### src/core/mic_pkg.sv
package mic_pkg;
    // ------------------------------------------------------------
    // frame and slot geometry
    // ------------------------------------------------------------
    localparam int SLOT_BITS = 32;
    localparam int SAMPLE_BITS = 24;
    localparam logic [4:0] SLOT_LAST = 5'h1f;
    localparam logic [4:0] SAMPLE_LAST = 5'h17;
    localparam logic [4:0] SLOT_FIRST = 5'h00;

    // ------------------------------------------------------------
    // startup timing in serial clock cycles, standby timing in system clock cycles
    // ------------------------------------------------------------
    localparam logic [18:0] NONZERO_CYCLES = 19'h0116e;
    localparam logic [18:0] VALID_CYCLES = 19'h40000;
    localparam int CLOCK_HZ = 20000000;
    localparam int STANDBY_HZ = 1000;
    // longest serial clock period still counted as running
    localparam int STANDBY_CYCLES = CLOCK_HZ / STANDBY_HZ;
    localparam logic [14:0] STANDBY_LIMIT = 15'(STANDBY_CYCLES);

    // ------------------------------------------------------------
    // unmute ramp and filters
    // ------------------------------------------------------------
    localparam logic [8:0] RAMP_FULL = 9'h100;
    localparam int RAMP_SHIFT = 8;
    // high-pass pole: corner 3.7 Hz at 48 kHz, about 2^-11 of fs divided by 2 pi
    localparam int HPF_SHIFT = 11;
    // low-pass: pair average, zero at fs/2 puts -3 dB at fs/4
    localparam int LPF_SHIFT = 1;

    // ------------------------------------------------------------
    // power state
    // ------------------------------------------------------------
    typedef enum logic [1:0] {
        ST_STANDBY = 2'b00,
        ST_START = 2'b01,
        ST_RUN = 2'b11
    } power_t;
endpackage

### src/core/mic_tdm_port.sv
`timescale 1ns/1ns
module mic_tdm_port
    import mic_pkg::*;
(
    // clock, reset, enable
    input wire logic clock,
    input wire logic reset_n,
    input wire logic clock_enable,
    // link pins from the master or previous device
    input wire logic serial_clock_in,
    input wire logic frame_sync_in,
    input wire logic config_in,
    // modulator sample, one per frame
    input wire logic signed [23:0] raw_sample,
    // link pins toward the bus and next device
    output logic frame_sync_chain_out,
    output logic serial_sample_out,
    output logic serial_sample_oe,
    // status
    output logic sample_valid,
    output logic standby
);
    import mic_pkg::*;

    // overall shape of the block:
    // - every link pin crosses into the system clock through three flops
    // - a pin change counts once the second and third flops agree
    // - serial clock rises are found as edges of the agreed level
    // - frame sync is read only at those rises, like a real slave
    // - all timing counts but the watchdog are in serial clock rises, not system clocks
    // - the only system clock count is the clock-loss watchdog
    // - outputs are retimed, so they trail the pin edge by a few clocks
    // - the serial clock must stay slow against the system clock
    // - at least about five system clocks per serial clock half period
    // - a faster serial clock would let edges slip past the synchroniser
    // - the data line enable is high only while this block drives it
    // - nothing here ever drives the serial clock or the frame sync
    // - the chained frame sync is this block's only link timing output
    // - the strap is captured once, right after reset release, from cfg_level while it still holds its reset zero
    // - a clock stop resets the startup count, as a fresh power-up would

    // ------------------------------------------------------------
    // state
    // ------------------------------------------------------------
    // field notes:
    // - rst_sync: two-flop release of the asynchronous reset
    // - *_sync: three-flop pin synchronisers, newest bit at index 0
    // - *_level: agreed pin levels, only move when two stages agree
    // - cfg_taken/cfg_reg: one-shot capture of the strap
    // - power: standby, startup or run
    // - idle_cnt: system clocks since the last serial clock rise
    // - start_cnt: serial clock rises since leaving standby
    // - in_frame: frame sync seen high, waiting for it to fall
    // - bit_cnt/shift: position and contents of the outgoing word
    // - chain_*: delay line for the chained frame sync pulse
    // - ramp: unmute gain, 0 is muted and full scale is 256
    // - hp_*/lp_prev: filter memories, one update per frame
    typedef struct packed {
        logic [1:0] rst_sync;
        logic [2:0] sck_sync;
        logic [2:0] fs_sync;
        logic [2:0] cfg_sync;
        logic sck_level;
        logic fs_level;
        logic cfg_level;
        logic cfg_taken;
        logic cfg_reg;
        power_t power;
        logic [14:0] idle_cnt;
        logic [18:0] start_cnt;
        logic in_frame;
        logic [4:0] bit_cnt;
        logic slot_active;
        logic [31:0] shift;
        logic chain_pend;
        logic [4:0] chain_cnt;
        logic chain_out;
        logic sd_out;
        logic sd_oe;
        logic [8:0] ramp;
        logic signed [23:0] hp_prev_in;
        logic signed [35:0] hp_acc;
        logic signed [23:0] lp_prev;
        logic valid;
        logic stby;
    } state_t;

    state_t cur_reg;
    state_t cur_next;

    // ------------------------------------------------------------
    // helpers
    // ------------------------------------------------------------
    // saturate a wide value to 24 bits
    function automatic logic signed [23:0] sat24(
        input logic signed [37:0] v
    );
        logic signed [37:0] hi;
        logic signed [37:0] lo;
        hi = 38'sh000007fffff;
        lo = -38'sh000800000;
        if (v > hi) begin
            sat24 = 24'sh7fffff;
        end else if (v < lo) begin
            sat24 = 24'sh800000;
        end else begin
            sat24 = v[23:0];
        end
    endfunction

    // agreement of second and third synchroniser stages
    function automatic logic agree(
        input logic [2:0] s,
        input logic old
    );
        if (s[1] == s[2]) begin
            agree = s[1];
        end else begin
            agree = old;
        end
    endfunction

    // ------------------------------------------------------------
    // next-state logic
    // ------------------------------------------------------------
    logic sck_rise;
    logic fs_now;
    logic fs_start;
    logic signed [37:0] hp_out;
    logic signed [37:0] lp_sum;
    logic signed [23:0] filtered;
    logic signed [37:0] scaled;
    logic signed [23:0] word;

    // next state, one pass per system clock:
    // - synchronisers always advance while enabled
    // - the watchdog runs on system clocks and may force standby
    // - everything else but the strap capture moves only on a detected serial clock rise
    // - a frame start loads a fresh word and restarts the chain delay
    // - the msb leaves on the frame start rise itself
    // - later rises shift one bit each, the receiver takes it next rise
    // - after the lsb the line is released at once for the next device
    // hazard: the gain product must stay signed, or negative samples
    // would turn into huge positive values before saturation
    always_comb begin
        cur_next = cur_reg;
        sck_rise = 1'b0;
        fs_now = 1'b0;
        fs_start = 1'b0;
        hp_out = '0;
        lp_sum = '0;
        filtered = '0;
        scaled = '0;
        word = '0;
        cur_next.rst_sync = {cur_reg.rst_sync[0], 1'b1};
        if (clock_enable) begin
            // three-stage pin synchronisers
            cur_next.sck_sync = {cur_reg.sck_sync[1:0], serial_clock_in};
            cur_next.fs_sync = {cur_reg.fs_sync[1:0], frame_sync_in};
            cur_next.cfg_sync = {cur_reg.cfg_sync[1:0], config_in};
            cur_next.sck_level = agree(cur_reg.sck_sync, cur_reg.sck_level);
            cur_next.fs_level = agree(cur_reg.fs_sync, cur_reg.fs_level);
            cur_next.cfg_level = agree(cur_reg.cfg_sync, cur_reg.cfg_level);
            sck_rise = cur_next.sck_level && !cur_reg.sck_level;
            fs_now = cur_reg.fs_level;

            // configuration latched once after power-up
            if (!cur_reg.cfg_taken && cur_reg.rst_sync[1]) begin
                cur_next.cfg_taken = 1'b1;
                cur_next.cfg_reg = cur_reg.cfg_level;
            end

            // clock-loss watchdog drives standby
            if (sck_rise) begin
                cur_next.idle_cnt = '0;
            end else if (cur_reg.idle_cnt != STANDBY_LIMIT) begin
                cur_next.idle_cnt = cur_reg.idle_cnt + 15'h0001;
            end
            if (cur_reg.idle_cnt == STANDBY_LIMIT) begin
                cur_next.power = ST_STANDBY;
                cur_next.start_cnt = '0;
                cur_next.in_frame = 1'b0;
                cur_next.slot_active = 1'b0;
                cur_next.chain_pend = 1'b0;
                cur_next.chain_out = 1'b0;
                cur_next.sd_oe = 1'b0;
                cur_next.sd_out = 1'b0;
                cur_next.ramp = '0;
            end

            if (sck_rise) begin
                // power state and startup counter
                case (cur_reg.power)
                    ST_STANDBY: begin
                        cur_next.power = ST_START;
                        cur_next.start_cnt = '0;
                    end
                    ST_START: begin
                        cur_next.start_cnt = cur_reg.start_cnt + 19'h00001;
                        if (cur_next.start_cnt == VALID_CYCLES) begin
                            cur_next.power = ST_RUN;
                        end
                    end
                    ST_RUN: begin
                    end
                    default: begin
                        cur_next.power = ST_STANDBY;
                    end
                endcase

                // frame start on a rising frame sync sample
                fs_start = fs_now && !cur_reg.in_frame;
                if (!fs_now) begin
                    cur_next.in_frame = 1'b0;
                end else if (fs_start) begin
                    cur_next.in_frame = 1'b1;
                end

                // chained frame sync one slot later
                if (fs_start) begin
                    cur_next.chain_pend = 1'b1;
                    cur_next.chain_cnt = SLOT_FIRST;
                end else if (cur_reg.chain_pend) begin
                    cur_next.chain_cnt = cur_reg.chain_cnt + 5'h01;
                    if (cur_reg.chain_cnt == SLOT_LAST - 5'h01) begin
                        cur_next.chain_pend = 1'b0;
                        cur_next.chain_out = 1'b1;
                    end
                end else if (cur_reg.chain_out) begin
                    cur_next.chain_out = 1'b0;
                end

                // slot shifter: launch bit per rising edge
                if (fs_start) begin
                    // filter pipeline once per frame
                    hp_out = 38'(cur_reg.hp_acc) + 38'(raw_sample)
                        - 38'(cur_reg.hp_prev_in)
                        - (38'(cur_reg.hp_acc) >>> HPF_SHIFT);
                    cur_next.hp_acc = hp_out[35:0];
                    cur_next.hp_prev_in = raw_sample;
                    lp_sum = (hp_out + 38'(cur_reg.lp_prev)) >>> LPF_SHIFT;
                    cur_next.lp_prev = sat24(hp_out);
                    filtered = sat24(lp_sum);
                    scaled = (38'(filtered)
                        * 38'(signed'({1'b0, cur_reg.ramp})))
                        >>> RAMP_SHIFT;
                    word = sat24(scaled);
                    if (cur_reg.power == ST_STANDBY
                        || (cur_reg.power == ST_START
                        && cur_reg.start_cnt < NONZERO_CYCLES)) begin
                        word = '0;
                    end else if (cur_reg.ramp != RAMP_FULL) begin
                        cur_next.ramp = cur_reg.ramp + 9'h001;
                    end
                    // 24-bit msb-first word padded in 32-bit slot
                    cur_next.shift = {word, 8'h00};
                    cur_next.bit_cnt = SLOT_FIRST;
                    cur_next.slot_active = 1'b1;
                    cur_next.sd_oe = 1'b1;
                    cur_next.sd_out = word[SAMPLE_BITS-1];
                end else if (cur_reg.slot_active) begin
                    cur_next.bit_cnt = cur_reg.bit_cnt + 5'h01;
                    cur_next.shift = {cur_reg.shift[30:0], 1'b0};
                    if (cur_reg.bit_cnt == SAMPLE_LAST) begin
                        cur_next.slot_active = 1'b0;
                        cur_next.sd_oe = 1'b0;
                        cur_next.sd_out = 1'b0;
                    end else begin
                        cur_next.sd_out = cur_reg.shift[30];
                    end
                end
            end

            // normal operation needs both link clocks
            cur_next.valid = (cur_next.power == ST_RUN)
                && cur_next.in_frame | cur_reg.valid
                && (cur_next.power == ST_RUN);
            cur_next.stby = (cur_next.power == ST_STANDBY);
        end
    end

    // ------------------------------------------------------------
    // registers
    // ------------------------------------------------------------
    // reset notes:
    // - the asynchronous branch loads only constants
    // - while the release flops are still low the state stays zero
    // - only the release flops themselves advance then
    // - power starts in standby, so the first rise begins startup
    // - all outputs but standby read zero from reset until the first frame
    always_ff @(posedge clock or negedge reset_n) begin
        if (!reset_n) begin
            cur_reg <= '0;
        end else if (!cur_reg.rst_sync[1]) begin
            cur_reg <= '0;
            cur_reg.rst_sync <= cur_next.rst_sync;
        end else begin
            cur_reg <= cur_next;
        end
    end

    // ------------------------------------------------------------
    // outputs straight from flip-flops
    // ------------------------------------------------------------
    // no logic between the state flops and the pins, so the data line,
    // its enable and the chained frame sync change together and glitch
    // free, one system clock after the rise that was detected
    assign frame_sync_chain_out = cur_reg.chain_out;
    assign serial_sample_out = cur_reg.sd_out;
    assign serial_sample_oe = cur_reg.sd_oe;
    assign sample_valid = cur_reg.valid;
    assign standby = cur_reg.stby;
endmodule

### config.mk
export PLATFORM = sky130hd
export DESIGN_NAME = mic_tdm_port
export DESIGN_NICKNAME = d
export VERILOG_FILES = /design/src/core/mic_pkg.sv /design/src/core/mic_tdm_port.sv
export SDC_FILE = /design/constraint.sdc
export NUM_CORES = 1
export LEC_CHECK = 0
export BUFFER_PORTS_ARGS = -buffer_cell sky130_fd_sc_hd__buf_2
export CAP_MARGIN = 20
export CORE_MARGIN = 2
export CORE_UTILIZATION = 50
export CTS_CLUSTER_SIZE = 28
export DETAILED_ROUTE_END_ITERATION = 10
export GPL_TIMING_DRIVEN = 1
export PLACE_DENSITY = 0.66
export SLEW_MARGIN = 20
export SYNTH_ARGS = -nofsm -noshare
export SYNTH_HDL_FRONTEND = slang
export SYNTH_SLANG_ARGS = --single-unit
### constraint.sdc
create_clock -name clock -period 23 [get_ports clock]
set_input_delay 2.3 -clock clock [delete_from_list [all_inputs] [get_ports clock]]
set_output_delay 2.3 -clock clock [all_outputs]
set_load 0.02 [all_outputs]
Yosys cells after proc, flatten, opt, wreduce, memory -nomap -nowiden:

Cells that the tools add are included.

* add/subtract/negate cells: 9
* eq/ne operators: 21
* multiplexer cells: 50
* shifts and indexed selects: 0
* $mul: 1
* reductions and logical operators: 19
* divide/modulo/power cells: 0
* bitwise gates (word level): 1
* order comparisons: 7

Operator list (count)
* 193-bit 2-to-1 mux: 2
* 160-bit 2-to-1 mux: 2
* 24-bit 2-to-1 mux: 10
* 93-bit 2-to-1 mux: 1
* 38-bit 2-to-1 mux: 2
* 38-bit by 24-bit adder with 38-bit output: 1
* 38-bit by 24-bit greater-than comparator with 1-bit output, second input constant: 1
* 38-bit by 24-bit less-than comparator with 1-bit output, second input constant: 1
* 19-bit one-hot mux with 2 select lines: 1
* 37-bit by 24-bit subtractor with 38-bit output: 1
* 38-bit by 25-bit subtractor with 38-bit output: 1
* 36-bit by 24-bit adder with 37-bit output: 1
* 37-bit by 24-bit greater-than comparator with 1-bit output, second input constant: 1
* 37-bit by 24-bit less-than comparator with 1-bit output, second input constant: 1
* 24-bit by 10-bit multiplier with 34-bit output: 1
* 15-bit 2-to-1 mux: 2
* 26-bit by 24-bit greater-than comparator with 1-bit output, second input constant: 1
* 26-bit by 24-bit less-than comparator with 1-bit output, second input constant: 1
* 20-bit 2-to-1 mux: 1
* 19-bit by 1-bit adder with 19-bit output, second input constant: 1
* 19-bit == test, second input constant: 1
* 19-bit by 13-bit less-than comparator with 1-bit output, second input constant: 1
* 9-bit 2-to-1 mux: 2
* 1-bit 2-to-1 mux: 16
* other kinds (25): 55

* ROM bits: 0
* memories: 0
* output and inout bits: 5
* flip-flop bits (word level): 193
* memory bits (writable): 0
* input port bits: 30
* bits in latches: 0

Logic depth before layout (Yosys ltp):

* depth in word-level cells: 23
* gate-level depth with buffers: 62
* depth with buffers taken out: 58

Least setup slack after synthesis:

OpenSTA, ideal clock, no wires.

* path kind: input to register
* start: input raw_sample[0]
* end: register cur_reg[123] (netlist name)
* setup time: 0.132 ns
* data required time: 22.868 ns
* buffers on the path: 5
* path slack: 8.076 ns
* data arrival time: 14.792 ns
* cell stages on the path: 60
* cells stage by stage: fa_1 -> inv_1 -> fa_1 -> inv_1 -> ha_1 -> fa_1 -> a21o_1 -> a21oi_1 -> o21ai_0 -> a21oi_1 -> o21ai_0 -> nand4_1 -> a31o_2 -> o211a_1 -> a21oi_1 -> a21oi_1 -> xnor2_1 -> ha_1 -> (+24 left out) -> a21o_1 -> a21o_1 -> a21o_1 -> a21o_1 -> a21o_1 -> a21o_1 -> a21o_1 -> a221o_1 -> a21o_1 -> or3_1 -> a211oi_1 -> a211oi_1 -> and3_1 -> or2_1 -> buf_4 -> buf_6 -> a21boi_1 -> o21ai_1

* longest elaborated chain between the ends: 20

RTL lines
* from (decl): line mic_tdm_port.sv:14 `input wire logic signed [23:0] raw_sample,`
* 36-bit by 24-bit adder with 37-bit output (*): line mic_tdm_port.sv:236 `hp_out = 38'(cur_reg.hp_acc) + 38'(raw_sample)`
* 37-bit by 24-bit subtractor with 38-bit output (*): line mic_tdm_port.sv:237 `- 38'(cur_reg.hp_prev_in)`
* 38-bit by 25-bit subtractor with 38-bit output (*): line mic_tdm_port.sv:238 `- (38'(cur_reg.hp_acc) >>> HPF_SHIFT);`
* 38-bit by 24-bit adder with 38-bit output (*): line mic_tdm_port.sv:241 `lp_sum = (hp_out + 38'(cur_reg.lp_prev)) >>> LPF_SHIFT;`
* 37-bit by 24-bit less-than comparator with 1-bit output: line mic_tdm_port.sv:104 `end else if (v < lo) begin`
* 24-bit 2-to-1 mux: line mic_tdm_port.sv:104
* 24-bit 2-to-1 mux (*): line mic_tdm_port.sv:102 `if (v > hi) begin`
* 24-bit 2-to-1 mux (*): line mic_tdm_port.sv:234 `if (fs_start) begin`
* (+4 left out)
* 24-bit 2-to-1 mux: line mic_tdm_port.sv:104
* 24-bit 2-to-1 mux (*): line mic_tdm_port.sv:102
* 24-bit 2-to-1 mux (*): line mic_tdm_port.sv:248 `if (cur_reg.power == ST_STANDBY`
* 38-bit 2-to-1 mux (*): line mic_tdm_port.sv:234
* 160-bit 2-to-1 mux (*): line mic_tdm_port.sv:191 `if (sck_rise) begin`
* 160-bit 2-to-1 mux (*): line mic_tdm_port.sv:156 `if (clock_enable) begin`
* 193-bit 2-to-1 mux (*): line mic_tdm_port.sv:156
* 193-bit 2-to-1 mux (*): line mic_tdm_port.sv:294 `end else if (!cur_reg.rst_sync[1]) begin`
* to (signal assigned): line mic_tdm_port.sv:298 `cur_reg <= cur_next;`
* to (decl): line mic_tdm_port.sv:88 `state_t cur_reg;`

Every way passes the cells marked *; elsewhere a longest branch is shown, timed or not. The select of a mux whose other input is x is not followed.
A chain may end at the register's enable or synchronous reset.

Worst setup path in the final report:

* start: input raw_sample[7]
* end: register cur_reg[126] (netlist name)

Same word-level chain as after synthesis.

==> results_dict.tcl <==
set metrics [dict create \
    p_int_mw 0.541 \
    hold_viol 0 \
    drive_gt1_share_pct 5.04 \
    met3_usage_pct 3.16 \
    cp-start-kind "primary input" \
    path_buf_inv 8 \
    grt_max_degree 117 \
    maxSlewViolCount 0 \
    crit_slowest_cell "a21oi_1" \
    clock-sinks 187 \
    layout_commonest_cell "inv_1" \
    cap_violations 0 \
    busiest_layer "met2" \
    fill_cells 4083 \
    p_sw_share_pct 35.8 \
    syn-num-nets 2960 \
    die_h_um 215 \
    syn_area_per_cell_sq_um 8.77 \
    hold_path_depth 0 \
    reg2reg_depth 54 \
    crit_path_max_incr_delay_ns 0.60 \
    fmax_mhz 59.9 \
    synth_seq_cells 187 \
    pwr_density_cell_nw_per_um2 35.8 \
    yosys.cell_types.count 91 \
    drtPass1Iterations 5 \
    die_area_sq_um 46200 \
    wl_mm 54.5 \
    core-area_sq_um 44000 \
    timing.rr.start "cur_reg[51]$_DFFE_PN0P_" \
    ys.flop_type "dfrtp_1" \
    clk_pin_slew_worst_paths_ns 0.08 \
    critical_path.startpoint "raw_sample[7]" \
    switchingPower_mw 0.301 \
    tightest_slew_ns 0.972 \
    vias_per_cell 5.80 \
    irDropWorstVdd_mv 0.0542 \
    rows 77 \
    crit_top_cell "a21o_1" \
    first_iter_violations 1388 \
    clkPwrFrac_pct 34.6 \
    fin_nets 2930 \
    cp.arrival_ns 17.07 \
    synth_cells 2536 \
    antenna_left 0 \
    drc_errors 0 \
    antenna_cells 0 \
    end_kind "flip-flop" \
    ys_seq_area_share_pct 21.0 \
    finalSetupViolCount 0 \
    start_util_pct 50.5 \
    clk_path_buf_depth 2 \
    largest_register_ffs 181 \
    maxSlewHeadroom_pct 35.2 \
    period_needed_ns 16.69 \
    synth.cell_area_sq_um 22200 \
    dp_hpwl_mm 42.0 \
    setup_tns_ns 0 \
    antenna_found_initial 0 \
    hold_path.class "flip-flop to flip-flop" \
    fp.dieW_um 215 \
    clk_latency_ns 0.47 \
    path_max_fanout 25 \
    grt_pass1_vias 18500 \
    cts_resized 0 \
    rr_endpoint "cur_reg[126]$_DFFE_PN0P_" \
    grt_pass1_wl_mm 93.3 \
    cp_num_cells 55 \
    cts_buffers 17 \
    p_total_mw 0.842 \
    grt_overflow 0 \
    root_buffer "clkbuf_16" \
    reg2reg_slack_ns 7.81 \
    ioPinCount 35 \
    vias 18100 \
    p_leak_nw 11.9 \
    io_buffers 33 \
    combPwrFrac_pct 26.2 \
    crit_type "primary input to flip-flop" \
    grt.total_usage_pct 24.6 \
    min-delay-start "cur_next[194]$_DFF_PN0_" \
    rsz0062_at_grt "no" \
    grtUsageMet2_pct 41.2 \
    synth_edf_count 0 \
    min_to "cur_reg[194]$_DFF_PN0_" \
    fin_skew_ns 0.0169 \
    synthArstFlopShare_pct 100 \
    met1_usage_pct 34.3 \
    area_growth_pct 5.61 \
    period_share_pct 72.6 \
    worstPathRequired_ns 23.38 \
    tritoncts "built" \
    htree_levels 4 \
    cts_setup_buffers 0 \
    finalWeightedCongestion 0.904 \
    status "finished, final reports clean" \
    routedWlPerCell_um 17.5 \
    ys.warnings.count 0 \
    cts_hold_buf 0 \
    power_frac_seq_pct 39.2 \
    cp_top_family "compound AO/OA/AOI/OAI gates" \
    final_cell_mix "inv_1 (321), nand2_1 (269), fa_1 (239)" \
]
layout make-up:
type                            instances  area (sq um)  area share [%]
Tap cell                              592           741            3.15
Sequential cell                       187          4680            19.9
Clock buffer                           17           425            1.81
Multi-Input combinational cell       1922         15900            67.9
Timing Repair Buffer                   56           347            1.48
Clock inverter                         15           135           0.576
Inverter                              322          1210            5.15
synth_stat cells (5+ instances only):
cell,instances,area (sq um)
a211oi_1,9,67.6
a21boi_0,13,97.6
a21boi_1,10,75.1
a21o_1,78,586
a21oi_1,128,641
a221o_1,24,240
a22o_1,30,263
a22oi_1,29,218
a31oi_1,23,144
and2_1,93,582
and3_1,27,169
clkbuf_1,99,372
dfrtp_1,187,4680
fa_1,239,4780
ha_1,155,1940
inv_1,321,1200
mux2i_1,10,100
nand2_1,270,1010
nand2b_1,24,150
nand3_1,48,240
nand4_1,38,238
nor2_1,128,480
nor2b_1,54,338
nor3_1,25,125
nor4_1,8,50.1
o211ai_1,13,97.6
o21a_1,20,150
o21ai_0,143,716
o21ai_1,16,80.1
o21bai_1,19,143
o31ai_1,13,97.6
o41ai_1,5,43.8
or2_2,6,37.5
or3_1,16,100
xnor2_1,66,578
xor2_1,39,342
how the worst max path moves through the flow:
| stage | endpoint | slack, ns |
|---|---|---|
| 2_1_floorplan | cur_reg[123]$_DFFE_PN0P_ | 8.08 |
| 4_1_cts | cur_reg[126]$_DFFE_PN0P_ | 6.41 |
| 3_3_place_gp | cur_reg[126]$_DFFE_PN0P_ | 6.17 |
| 3_5_place_dp | cur_reg[126]$_DFFE_PN0P_ | 5.96 |
| 6_report | cur_reg[126]$_DFFE_PN0P_ | 6.31 |
| 5_1_grt | cur_reg[126]$_DFFE_PN0P_ | 5.44 |
stage by stage:
stage | setup WS (ns) | util (%) | std cells | hold slack [ns] | cell area, sq um
6_report | 6.31 | 53.3 | 3111 | 0.342 | 23500
5_1_grt | 5.44 | 53.3 | 3111 | 0.359 | 23500
4_1_cts | 6.41 | 53.3 | 3111 | 0.346 | 23500
3_5_place_dp | 5.96 | 52.1 | 3079 | 0.338 | 22900
3_3_place_gp | 6.17 | 52.1 | 3079 | 0.332 | 22900
2_1_floorplan | 8.08 | - | 2536 | 0.331 | 22200
worst reg2reg max path, delay by kind of cell (launching register included):
family	cells	cell delay, ns
AOI/OAI and AO/OA	26	6.44
xor gates and xnor gates	1	0.27
adders and majority gates	10	4.81
buffers and inverters	6	0.48
DFF	1	0.53
and+or+nand+nor	11	2.59
routing by layer:
layer	wire length [um]	share of wire [%]	vias up
met5	0	0	-
met3	2350	4.3	47
met1	25400	47	9081
met4	630	1.2	0
met2	26100	48	372
li1	-	-	8552
cell families after synthesis:
family	synth area share, %
flip-flops	21.0
multiplexers	0.602
buffers and inverters	7.33
adder cells (fa/ha/maj)	30.2
XOR/XNOR	4.28
AO/OA/AOI/OAI	19.6
other	0.0169
AND/OR/NAND/NOR	16.9
power groups by stage:
stage               sequential [mW]  combinational (mW)  clock (mW)
finish                        0.330               0.220       0.291
global route                  0.330               0.243       0.312
CTS                           0.330               0.218       0.298
detailed placement            0.337               0.217           0
global placement              0.337               0.213           0
floorplan                     0.337               0.149           0
Power figures use the tool's default switching activity.
